<file path="src/design/hcra_defs.vh">
`ifndef HCRA_DEFS_VH
`define HCRA_DEFS_VH

// register indices, byte address is four times the index
`define HCRA_IDX_PAGE_SEL     5'h00
`define HCRA_IDX_CFG_A        5'h0A
`define HCRA_IDX_RBC0_RB      5'h1E
`define HCRA_IDX_STATUS       5'h1F
`define HCRA_PAGE0            2'h0

// mode configuration register a fields
`define HCRA_CFG_RES_BIT      7
`define HCRA_CFG_FE_BIT       6
`define HCRA_CFG_IRQ_MSB      5
`define HCRA_CFG_IRQ_LSB      3
`define HCRA_CFG_IO_MSB       2
`define HCRA_CFG_IO_LSB       0
`define HCRA_CFG_A_RESET      8'h00
`define HCRA_CFG_WR_MASK      8'h7F

// io window selections and bases
`define HCRA_SEL_SOFTWARE     3'h1
`define HCRA_BASE_000         10'h300
`define HCRA_BASE_010         10'h240
`define HCRA_BASE_011         10'h280
`define HCRA_BASE_100         10'h2C0
`define HCRA_BASE_101         10'h320
`define HCRA_BASE_110         10'h340
`define HCRA_BASE_111         10'h360
`define HCRA_WIN_LSBS         5

// software configuration port
`define HCRA_SW_PORT_ADDR     10'h278
`define HCRA_SW_WRITES        3'h4

// ahb
`define HCRA_HTRANS_NONSEQ    2'h2
`define HCRA_HRESP_OKAY       1'b0

`endif

</file>
<file path="src/design/hcra_sw_seq.v">
`timescale 1ns/1ns
`default_nettype none
`include "hcra_defs.vh"

module hcra_sw_seq (
	input  wire       ref_clk,
	input  wire       rst,
	input  wire       wr_pulse,
	input  wire [9:0] wr_addr,
	input  wire [2:0] wr_data,
	input  wire       sel_is_sw,
	output wire       load,
	output reg  [2:0] load_data_ff,
	output reg        used_ff
);

	reg  [2:0] cnt_ff;
	reg  [2:0] nxt_cnt;
	reg        load_ff;
	wire       port_hit;
	wire       last;

	assign port_hit = wr_pulse && (wr_addr == `HCRA_SW_PORT_ADDR);
	assign last     = port_hit && (cnt_ff == `HCRA_SW_WRITES - 3'h1);
	assign load     = load_ff;

	// any other host write breaks the run of consecutive writes
	always @* begin
		nxt_cnt = cnt_ff;
		if (wr_pulse) begin
			if (port_hit && !last)
				nxt_cnt = cnt_ff + 3'h1;
			else
				nxt_cnt = 3'h0;
		end
	end

	always @(posedge ref_clk) begin
		if (rst) begin
			cnt_ff       <= 3'h0;
			load_ff      <= 1'b0;
			load_data_ff <= 3'h0;
			used_ff      <= 1'b0;
		end else begin
			load_ff <= 1'b0;
			if (sel_is_sw && !used_ff) begin
				cnt_ff <= nxt_cnt;
				if (last) begin
					load_ff      <= 1'b1;
					load_data_ff <= wr_data;
					used_ff      <= 1'b1;
				end
			end else begin
				cnt_ff <= 3'h0;
			end
		end
	end

endmodule
`default_nettype wire

</file>
<file path="src/design/hcra_top.v">
// Contract
// - page0 read 0AH returns config register
// - 0AH write updates config only after read
// - otherwise page0 0AH write goes to count0
// - bit7 reserved, fe option, irq, io select
// - io select maps 20H window base
// - select 001: ignore io, 278H sequence once
`timescale 1ns/1ns
`default_nettype none
`include "hcra_defs.vh"

module hcra_top (
	input  wire        ref_clk,
	input  wire        rst,
	input  wire        hsel,
	input  wire [31:0] haddr,
	input  wire [1:0]  htrans,
	input  wire        hwrite,
	input  wire [2:0]  hsize,
	input  wire [31:0] hwdata,
	input  wire        hready,
	output wire        hreadyout,
	output wire        hresp,
	output reg  [31:0] hrdata_ff,
	input  wire [9:0]  io_addr_pin,
	input  wire [2:0]  io_data_pin,
	input  wire        io_wr_n_pin,
	output reg         io_hit_ff,
	output reg  [9:0]  io_base_ff,
	output wire        front_end_rw_option,
	output wire [2:0]  irq_line_select,
	output wire [2:0]  io_window_select,
	output wire [7:0]  remote_byte_count0
);

	reg  [7:0]  cfg_a_ff;
	reg  [7:0]  rbc0_ff;
	reg  [1:0]  page_ff;
	reg         pend_ff;
	reg         dp_act_ff;
	reg         dp_wr_ff;
	reg         dp_wait_ff;
	reg  [4:0]  dp_idx_ff;
	reg  [31:0] nxt_rdata;
	reg  [9:0]  addr_s1_ff;
	reg  [9:0]  addr_s2_ff;
	reg  [2:0]  data_s1_ff;
	reg  [2:0]  data_s2_ff;
	reg         wr_s1_ff;
	reg         wr_s2_ff;
	reg         wr_s3_ff;
	wire        ap_take;
	wire        dp_done;
	wire        is_cfg_idx;
	wire        cfg_wr_ok;
	wire        host_wr_pulse;
	wire        sel_is_sw;
	wire        seq_load;
	wire [2:0]  seq_data;
	wire        seq_used;
	wire [9:0]  cur_base;

	// base of the 20H window for each select code other than 001
	function [9:0] win_base;
		input [2:0] sel;
		begin
			case (sel)
				3'h0:    win_base = `HCRA_BASE_000;
				3'h2:    win_base = `HCRA_BASE_010;
				3'h3:    win_base = `HCRA_BASE_011;
				3'h4:    win_base = `HCRA_BASE_100;
				3'h5:    win_base = `HCRA_BASE_101;
				3'h6:    win_base = `HCRA_BASE_110;
				3'h7:    win_base = `HCRA_BASE_111;
				default: win_base = 10'h000;
			endcase
		end
	endfunction

	// ahb: writes finish without wait, reads take one wait state
	// hsize not decoded: only whole-word transfers are supported
	assign ap_take    = hsel && hready && (htrans == `HCRA_HTRANS_NONSEQ);
	assign dp_done    = dp_act_ff && !(dp_wait_ff && !dp_wr_ff);
	assign hreadyout  = !(dp_act_ff && !dp_wr_ff && dp_wait_ff);
	assign hresp      = `HCRA_HRESP_OKAY;
	assign is_cfg_idx = (dp_idx_ff == `HCRA_IDX_CFG_A) && (page_ff == `HCRA_PAGE0);
	assign cfg_wr_ok  = dp_wr_ff && is_cfg_idx && pend_ff;

	assign front_end_rw_option = cfg_a_ff[`HCRA_CFG_FE_BIT];
	assign irq_line_select     = cfg_a_ff[`HCRA_CFG_IRQ_MSB:`HCRA_CFG_IRQ_LSB];
	assign io_window_select    = cfg_a_ff[`HCRA_CFG_IO_MSB:`HCRA_CFG_IO_LSB];
	assign remote_byte_count0  = rbc0_ff;
	assign sel_is_sw           = (io_window_select == `HCRA_SEL_SOFTWARE);
	// looked up once; the software select maps to no window at all
	assign cur_base            = win_base(io_window_select);

	always @(posedge ref_clk) begin
		if (rst) begin
			dp_act_ff  <= 1'b0;
			dp_wr_ff   <= 1'b0;
			dp_wait_ff <= 1'b0;
			dp_idx_ff  <= 5'h00;
		end else begin
			if (ap_take) begin
				dp_act_ff  <= 1'b1;
				dp_wr_ff   <= hwrite;
				dp_wait_ff <= 1'b1;
				dp_idx_ff  <= haddr[6:2];
			end else if (hready || dp_done) begin
				dp_act_ff  <= 1'b0;
				dp_wait_ff <= 1'b0;
			end else begin
				dp_wait_ff <= 1'b0;
			end
		end
	end

	// unmapped indices read as zero so software sees no stale data
	always @* begin
		nxt_rdata = 32'h0000_0000;
		case (dp_idx_ff)
			`HCRA_IDX_PAGE_SEL: nxt_rdata = {30'h0000_0000, page_ff};
			`HCRA_IDX_CFG_A: begin
				if (page_ff == `HCRA_PAGE0)
					nxt_rdata = {24'h00_0000, 1'b0, cfg_a_ff[6:0]};
			end
			`HCRA_IDX_RBC0_RB: nxt_rdata = {24'h00_0000, rbc0_ff};
			`HCRA_IDX_STATUS:  nxt_rdata = {29'h0000_0000, seq_used, sel_is_sw, pend_ff};
			default:           nxt_rdata = 32'h0000_0000;
		endcase
	end

	// read data sampled in the wait cycle, after any earlier write landed
	always @(posedge ref_clk) begin
		if (rst)
			hrdata_ff <= 32'h0000_0000;
		else if (dp_act_ff && !dp_wr_ff && dp_wait_ff)
			hrdata_ff <= nxt_rdata;
	end

	// the unlock lives exactly one access; a page switch also relocks
	always @(posedge ref_clk) begin
		if (rst) begin
			pend_ff <= 1'b0;
		end else if (dp_done) begin
			pend_ff <= !dp_wr_ff && is_cfg_idx;
		end
	end

	// reserved bit held at zero so it always reads back clear
	always @(posedge ref_clk) begin
		if (rst) begin
			cfg_a_ff <= `HCRA_CFG_A_RESET;
			rbc0_ff  <= 8'h00;
			page_ff  <= `HCRA_PAGE0;
		end else begin
			if (dp_done && dp_wr_ff) begin
				// a page switch is an access too, so it relocks the write
				if (dp_idx_ff == `HCRA_IDX_PAGE_SEL)
					page_ff <= hwdata[1:0];
				if (cfg_wr_ok)
					cfg_a_ff <= hwdata[7:0] & `HCRA_CFG_WR_MASK;
				else if (is_cfg_idx)
					rbc0_ff <= hwdata[7:0];
			end
			// host sequence load takes the select field over a bus write
			if (seq_load)
				cfg_a_ff[`HCRA_CFG_IO_MSB:`HCRA_CFG_IO_LSB] <= seq_data;
		end
	end

	// io pins: two flops before use, third flop only for edge detect
	always @(posedge ref_clk) begin
		if (rst) begin
			addr_s1_ff <= 10'h000;
			addr_s2_ff <= 10'h000;
			data_s1_ff <= 3'h0;
			data_s2_ff <= 3'h0;
			wr_s1_ff   <= 1'b0;
			wr_s2_ff   <= 1'b0;
			wr_s3_ff   <= 1'b0;
		end else begin
			addr_s1_ff <= io_addr_pin;
			addr_s2_ff <= addr_s1_ff;
			data_s1_ff <= io_data_pin;
			data_s2_ff <= data_s1_ff;
			wr_s1_ff   <= !io_wr_n_pin;
			wr_s2_ff   <= wr_s1_ff;
			wr_s3_ff   <= wr_s2_ff;
		end
	end

	// strobe edge; address and data must settle before the strobe
	assign host_wr_pulse = wr_s2_ff && !wr_s3_ff;

	always @(posedge ref_clk) begin
		if (rst) begin
			io_hit_ff  <= 1'b0;
			io_base_ff <= 10'h000;
		end else begin
			io_base_ff <= cur_base;
			io_hit_ff  <= !sel_is_sw &&
				(addr_s2_ff[9:`HCRA_WIN_LSBS] == cur_base[9:`HCRA_WIN_LSBS]);
		end
	end

	// the host sequence counts only while the window is parked on 001
	hcra_sw_seq u_sw_seq (
		.ref_clk      (ref_clk),
		.rst          (rst),
		.wr_pulse     (host_wr_pulse),
		.wr_addr      (addr_s2_ff),
		.wr_data      (data_s2_ff),
		.sel_is_sw    (sel_is_sw),
		.load         (seq_load),
		.load_data_ff (seq_data),
		.used_ff      (seq_used)
	);

endmodule
`default_nettype wire

</file>
<file path="config.mk">
export PLATFORM = sky130hd
export DESIGN_NAME = hcra_top
export DESIGN_NICKNAME = d
export VERILOG_FILES = /design/src/design/hcra_sw_seq.v /design/src/design/hcra_top.v
export VERILOG_INCLUDE_DIRS = /design/src /design/src/design
export SDC_FILE = /design/constraint.sdc
export NUM_CORES = 1
export LEC_CHECK = 0
export ABC_AREA = 0
export BUFFER_PORTS_ARGS = -buffer_cell sky130_fd_sc_hd__buf_4
export CAP_MARGIN = 20
export CORE_MARGIN = 10
export CORE_UTILIZATION = 42
export DETAILED_ROUTE_END_ITERATION = 6
export MAX_ROUTING_LAYER = met4
export PLACE_DENSITY = 0.75
export SLEW_MARGIN = 15
export SYNTH_ARGS = -nofsm -noshare
export SYNTH_HDL_FRONTEND = slang
export SYNTH_SLANG_ARGS = --single-unit
export TNS_END_PERCENT = 10
</file>
<file path="constraint.sdc">
create_clock -name ref_clk -period 2 [get_ports ref_clk]
set_input_delay 0.1 -clock ref_clk [delete_from_list [all_inputs] [get_ports ref_clk]]
set_output_delay 0.1 -clock ref_clk [all_outputs]
set_load 0.03 [all_outputs]
</file>
* Word-level counts from Yosys, hierarchy flattened *
Index checks and enable logic that the tools add are counted.

operators by class
  $add $sub $neg = 1
  eq/ne operators = 14
  mux-type cells = 11
  bitwise gates (word level) = 2
  reductions and logical operators = 38

operator list
  kind                    count
  $pmux W10 S7            1
  $pmux W8 S4             1
  $logic_and A1 B1 Y1     17
  $eq A3 B3 Y1 const B    4
  $mux W3                 4
  $eq A10 B10 Y1 const B  1
  $eq A5 B5 Y1 const B    2
  $eq A3 B2 Y1 const B    3
  $logic_not A1 Y1        8
  $reduce_and A2 Y1       4
  $mux W7                 1
  $reduce_bool A2 Y1      3
  $eq A5 B4 Y1 const B    1
  $eq A5 B5 Y1            1
  $logic_not A5 Y1        1
  $mux W1                 4
  $add A3 B1 Y3 const B   1
  $eq A3 B1 Y1 const B    1
  $logic_not A3 Y1        1
  $reduce_and A3 Y1       1
  $eq A2 B2 Y1 const B    1
  $logic_not A2 Y1        1
  $not A1 Y1              2
  $reduce_or A2 Y1        1
  $logic_or A1 B1 Y1      1

storage, ports and cells
  flip-flop bits (word level) = 106
  input bits = 88
  output and inout bits = 60
  logic and storage cells = 89

* Longest topological paths before layout *
Gate-level depths: netlist (run 1).

  depth in word-level cells = 7
  depth in mapped cells = 6
  gate-level depth less buffers = 5

* Hierarchy *
From an unflattened synthesis (run 1), not the netlist that was laid out.

second synthesis, totals
  cell total of the unflattened synthesis = 319
  area, all modules = 3185.6 µm²

by module, submodules not included
  module       times used  cells each  area each (µm²)  sequential area each (µm²)
  hcra_top     1           275         2767.7           1381.3
  hcra_sw_seq  1           44          417.9            160.2

* Worst setup path after synthesis (run 1) *
No wires, ideal clock.

  path kind = reg2reg
  start point = register cfg_a_ff[1]
  end point = register u_sw_seq.load_data_ff[0]
  setup time = 0.072 ns
  arrival = 1.894 ns
  data required time = 1.928 ns
  slack = 0.034 ns
  cell stages (with the launch flop) = 5
  buffers on the path = 1
  clock period less this slack = 1.966 ns
  path through = dfxtp_1 -> buf_2 -> or3b_2 -> nor4_1 -> mux2i_1

between the ends
  cells in the longest elaborated chain, start to end = 3

RTL lines
  element                          line              text
  start, declared                  hcra_top.v:36     reg [7:0] cfg_a_ff;
  start signal, assigned           hcra_top.v:153    cfg_a_ff <= `HCRA_CFG_A_RESET;
  start signal, assigned           hcra_top.v:162    cfg_a_ff <= hwdata[7:0] & `HCRA_CFG_WR_MASK;
  start signal, assigned by index  hcra_top.v:168    cfg_a_ff[`HCRA_CFG_IO_MSB:`HCRA_CFG_IO_LSB] <= seq_data;
  $eq A3 B1 Y1 (no line)           n/a
  $logic_and A1 B1 Y1              hcra_sw_seq.v:46  if (sel_is_sw && !used_ff) begin
  $reduce_and A2 Y1 (no line)      n/a
  end signal, assigned             hcra_sw_seq.v:50  load_data_ff <= wr_data;
  end, declared                    hcra_sw_seq.v:13  output reg [2:0] load_data_ff,

Every way passes these cells.
A chain may end at the register's enable or synchronous reset.

* Final worst setup path (run 1) *
  start point = register dp_idx_ff[2]
  end point = register page_ff[0]

between the ends
  cells in the longest elaborated chain, start to end = 2

RTL lines
  element                      line            text
  start, declared              hcra_top.v:43   reg [4:0] dp_idx_ff;
  start signal, assigned       hcra_top.v:108  dp_idx_ff <= haddr[6:2];
  $logic_not A5 Y1             n/a
  $reduce_and A2 Y1 (no line)  n/a
  end signal, assigned         hcra_top.v:155  page_ff <= `HCRA_PAGE0;
  end signal, assigned         hcra_top.v:160  page_ff <= hwdata[1:0];
  end, declared                hcra_top.v:38   reg [1:0] page_ff;

Every way passes these cells.

==> out/results.ini, run 1 <==
[outcome]
status=completed

[power_and_ir_drop]
power_leakage_nw=1.73
peakVddDrop_uv=448
powerDensity_mw_per_mm2=750

[floorplan]
initial_core_util_pct=43.1
ios=148
row_count=31
core_sq_mm=0.00725
fp.dieArea_sq_mm=0.0113
dieWidth_um=106
chipHeight_um=106

[cts]
cts.sinks=77
postCtsResizedCells=0
clk_latency_ns=0.34
htreeDepth=3
postCtsSetupRepairBufs=0
cts_inserted_buffers=9
clk_pin_slew_worst_paths_ns=0.07
cts_tree=done
clockBufferDepth=2
cts-root-buf=clkbuf_8

[yosys]
async_flop_share_pct=0
yosys.cell_types.count=50
synth_compound_area_share_pct=8.24
synth_seq_area_share_pct=49.3
synth.area.mux_share_pct=8.32
yosys_warnings=0
synth_seq_cells=77
synth_edf_count=0
synth_cells=314
synth_top_family_by_area=simple AND/OR/NAND/NOR gates
synthSimpleGateAreaFrac_pct=21.2
synth-xor-area-share_pct=0.840
avgSynthCellArea_sq_um=9.96
synth-adder-area-share_pct=1.12
synth_ff_type=dfxtp_1
syn_area_sq_mm=0.00313

[layout]
nFillCells=655
area_delta_synth_final_pct=30.1
design_area_sq_mm=0.00407
antenna_cells=0
nets=497
layoutNonFillerInstCount=511
drive_gt1_share_pct=22.8

[grt]
grt_use_met3_pct=3.68
grt_pass1_vias=2338
grt.met1_usage_pct=13.6
grt_max_degree=33
busiest_layer=met2
grt_usage_pct=12.4
grt_overflow=0
grt_pass1_wl_mm=11.2
antenna_found_initial=0
met2_usage_pct=20.0

[critical_path]
critPathArrivalTime_ns=2.06
cp-start-kind=register
cpPeakStageDelay_ns=0.68
cp-end-kind=register
path_max_fanout=8
slowest_stage=or4_2
worstPathCellList=or3_4, or4_2, mux2i_1, nor2_1
cp.required_ns=2.23
critical_path_class=reg2reg

[timing]
finalCritPeriodShare_pct=91.4
timing.final.max_slew_violations=0
fin_crit_ns=1.83
finalSetupViolations=0
rsz0062_at_grt=no
fmax_ghz=0.547
hold_viol=0
clock_skew_ns=0.00528
fin_tns_setup_ns=0
hold_slack_ns=0.0176

[routing]
wire_per_inst_um=13.3
postRouteAntennaNets=0
drt-total-wl_mm=6.82
dr.pass1.iters=4
vias=2316
vias_per_cell=4.53
drc=0
drt_iter0_markers=96

[min_path]
min_path_type=in2reg

[job]
max_cap_violations=0

[place]
dp_cells=470
port_buffers=63
gp_congestion=0.776
dp_hpwl_mm=4.96
post_dp_cell_area_sq_mm=0.00361

routing by layer:
metal,vias up,share of wire [%],wire [um]
met5,-,0,0
met4,0,1.6,107
met3,12,6.7,455
met2,77,49,3350
met1,1036,43,2910
li1,1191,-,-
timing repair:
item | CTS | global route
hold buffers | 25 | 0
hold endpoints to repair | 26 | 0
setup endpoints to repair | 0 | 0
worst max-delay path, delay by kind of cell, from the launching register on:
kind | cells | cell delay [ns]
flip-flops | 1 | 0.33
multiplexers | 1 | 0.22
AND/OR/NAND/NOR | 3 | 1.16
kinds of logic (layout without fill, tap and decap cells):
family,after synthesis,count (layout)
simple gates,116,116
flops,77,77
buf+inv,56,125
compound gates,32,32
mux,26,26
fa+ha+maj,3,3
xor+xnor,3,3
other cells,1,30
area by class of cell:
| type | count | area, sq um | area share, % |
|---|---|---|---|
| inverters | 10 | 37.5 | 0.922 |
| flip-flops and latches | 77 | 1540 | 37.9 |
| repair buffers | 99 | 806 | 19.8 |
| well taps | 99 | 124 | 3.04 |
| clock inverters | 5 | 75.1 | 1.84 |
| clock buffers | 11 | 131 | 3.23 |
| multi-input cells | 210 | 1360 | 33.3 |
state kept, by name, indices dropped and copies added, names as in the netlist, 5 cells and up:
name                flops
addr_s1_ff             10
addr_s2_ff             10
cfg_a_ff                7
dp_idx_ff               5
hrdata_ff               8
io_base_ff              5
remote_byte_count0      8
report_power, final:
group          switching (mW)  internal, mW
clock                   0.526         0.697
combinational           0.143         0.109
sequential             0.0129          1.56
total                   0.682          2.37
cell usage in the layout, fill, tap and decap left out, types with 3 or more instances in the layout:
| cell type | n |
|---|---|
| a22o_1 | 11 |
| dlygate4sd3_1 | 25 |
| clkinv_2 | 3 |
| buf_4 | 74 |
| inv_1 | 10 |
| nand2b_1 | 7 |
| nor4_1 | 6 |
| mux2i_1 | 26 |
| nor2b_1 | 33 |
| conb_1 | 30 |
| nor2_1 | 39 |
| nand2_1 | 3 |
| dfxtp_1 | 77 |
| nor3b_1 | 5 |
| nand4_1 | 3 |
| nor3_1 | 5 |
| clkbuf_8 | 9 |
Yosys cell counts (3+ instances only):
master     n  area (sq um)
dfxtp_1   77          1540
nor2_1    39           146
nor2b_1   33           206
buf_4     30           225
mux2i_1   26           260
clkbuf_1  12          45.0
a22o_1    11          96.3
inv_1     10          37.5
nand2b_1   7          43.8
nor4_1     6          37.5
nor3_1     5          25.0
nor3b_1    5          37.5
nand2_1    3          11.3
nand4_1    3          18.8
per-stage QoR:
step	setup slack (ns)	power, mW	utilization, %
finish	0.171	3.05	56.1
CTS	0.173	3.08	56.1
detailed placement	0.231	1.82	49.8
floorplan	0.0344	1.80	-
global placement	0.251	1.82	49.8
global route	0.124	3.17	56.1
path summary, 6_finish.rpt:
kind,endpoint,from,slack [ns],cells past startpoint
setup / recovery,page_ff[0],dp_idx_ff[2],0.17,4
hold / removal,dp_idx_ff[2],haddr[4],0.02,3
setup reg to reg,page_ff[0],dp_idx_ff[2],0.17,4
hold reg to reg,data_s2_ff[0],data_s1_ff[0],0.44,1
Note: power is estimated with default switching activity, not from simulation.
==> run 2: changes to the inputs <==
Settings changed: MAX_ROUTING_LAYER met4 to not set.
==> run 2 against run 1 <==
Combinational power barely moved. Clock skew barely moved. Non-clock buffer count did not move. Core utilization did not move. Via count did not move. Sequential power barely moved. Highest routed layer unchanged.
==> out/results.ini, run 2 (synthesis gave the netlist of run 1 again) <==
[critical_path]
cp.required_ns=2.23
critPathBufInv=0
worstPathCellList=or3_4, or4_2, mux2i_1, nor2_1
cp-start-kind=register
regToRegSetupSlack_ns=0.17
reg2reg_depth=4
critPathArrivalTime_ns=2.05
critical_path_class=reg2reg
path_max_fanout=8
cp_top_family=simple AND/OR/NAND/NOR gates
r2r_start=dp_idx_ff[2]
cp-end-kind=register
slowest_stage=or4_2
cpPeakStageDelay_ns=0.68
rr_endpoint=page_ff[0]

[min_path]
min_path_cells=3
min_path_type=in2reg
min_to=dp_idx_ff[2]
min_from=haddr[4]

[timing]
clock_skew_ns=0.00482
hold_viol=0
fin_crit_ns=1.83
timing.final.max_slew_violations=0
rsz0062_at_grt=no
fmax_ghz=0.547
slew_headroom_pct=66.6
hold_slack_ns=0.0180
fin_tns_setup_ns=0
finalSetupViolations=0
worst_pin_slew_ns=0.499
finalCritPeriodShare_pct=91.4

[place]
post_dp_cell_area_sq_mm=0.00361
gp_congestion=0.766
dp_hpwl_mm=4.96
port_buffers=63

[layout]
design_area_sq_mm=0.00407
antenna_cells=0
area_delta_synth_final_pct=30.1
top_regs=addr_s1_ff: 10 flops, addr_s2_ff: 10 flops
finalCoreUtilization_pct=56.1
nets=497
final_cell_mix=77 x dfxtp_1, 74 x buf_4, 39 x nor2_1
drive_gt1_share_pct=22.8
final_common_cell=dfxtp_1

[routing]
dr.pass1.iters=4
vias_per_cell=4.53
postRouteAntennaNets=0
drt_iter0_markers=95
drc=0
vias=2316
wire_per_inst_um=13.3
drt-total-wl_mm=6.79

[grt]
met2_usage_pct=20.0
grt_pass1_wl_mm=11.2
grt_usage_pct=12.1
grt_pass1_vias=2340
grt_max_degree=33
busiest_layer=met2
grt.met1_usage_pct=13.3
grt_overflow=0
antenna_found_initial=0
grt_use_met3_pct=4.23

[power_and_ir_drop]
peakVddDrop_uv=447
powerDensity_mw_per_mm2=750
power_mw=3.05
power_leakage_nw=1.73

[cts]
htreeDepth=3
clk_pin_slew_worst_paths_ns=0.07
cts-root-buf=clkbuf_8
cts_inserted_buffers=9
clk_latency_ns=0.34
postCtsSetupRepairBufs=0
cts.sinks=77
clockBufferDepth=2
cts_tree=done

[job]
max_cap_violations=0

[floorplan]
ios=148
chipHeight_um=106
fp.dieArea_sq_mm=0.0113
core_sq_mm=0.00725
row_count=31
initial_core_util_pct=43.1
dieWidth_um=106

[outcome]
status=completed

run 2: area by class of cell:
type                       instances  area, sq um
inverter                          10         37.5
multi-input combinational        210         1360
clock inverter                     5         75.1
fill                             655         3180
tap                               99          124
timing repair buffer              99          806
clock buffer                      11          131
sequential                        77         1540
run 2: metrics by stage:
stage | setup WS (ns) | instances
2_1_floorplan | 0.0344 | 343
3_3_place_gp | 0.251 | 470
3_5_place_dp | 0.231 | 470
4_1_cts | 0.173 | 511
5_1_grt | 0.124 | 511
6_report | 0.172 | 511
run 2: metal layers:
| metal | vias up | routed length [um] |
|---|---|---|
| li1 | 1189 | - |
| met1 | 1040 | 2790 |
| met2 | 77 | 3300 |
| met3 | 10 | 571 |
| met4 | 0 | 127 |
| met5 | - | 0 |
run 2: how the worst max path moves through the flow:
| stage | slack (ns) | to | cells after the start | start |
|---|---|---|---|---|
| 2_1_floorplan | 0.03 | u_sw_seq.load_data_ff[0] | 4 | cfg_a_ff[1] |
| 4_1_cts | 0.17 | page_ff[0] | 4 | dp_idx_ff[2] |
| 3_5_place_dp | 0.23 | page_ff[1] | 4 | dp_idx_ff[0] |
| 6_report | 0.17 | page_ff[0] | 4 | dp_idx_ff[2] |
| 5_1_grt | 0.12 | page_ff[0] | 4 | dp_idx_ff[2] |
| 3_3_place_gp | 0.25 | page_ff[1] | 4 | dp_idx_ff[0] |
run 2: tightest hold or removal path: stages:
cell	delay, ns
buf_4	0.08
mux2i_1	0.05
nor2_1	0.09
run 2: power by group:
part           switching [mW]  leakage (nW)  internal, mW
Combinational           0.143         0.999         0.109
Sequential             0.0129         0.627          1.56
Clock                   0.526         0.107         0.697
Total                   0.682          1.73          2.37
run 2: timing repair:
item	in CTS	in global routing
hold buffers	25	0
gates resized for setup	0	0
endpoints found under the hold margin	26	0
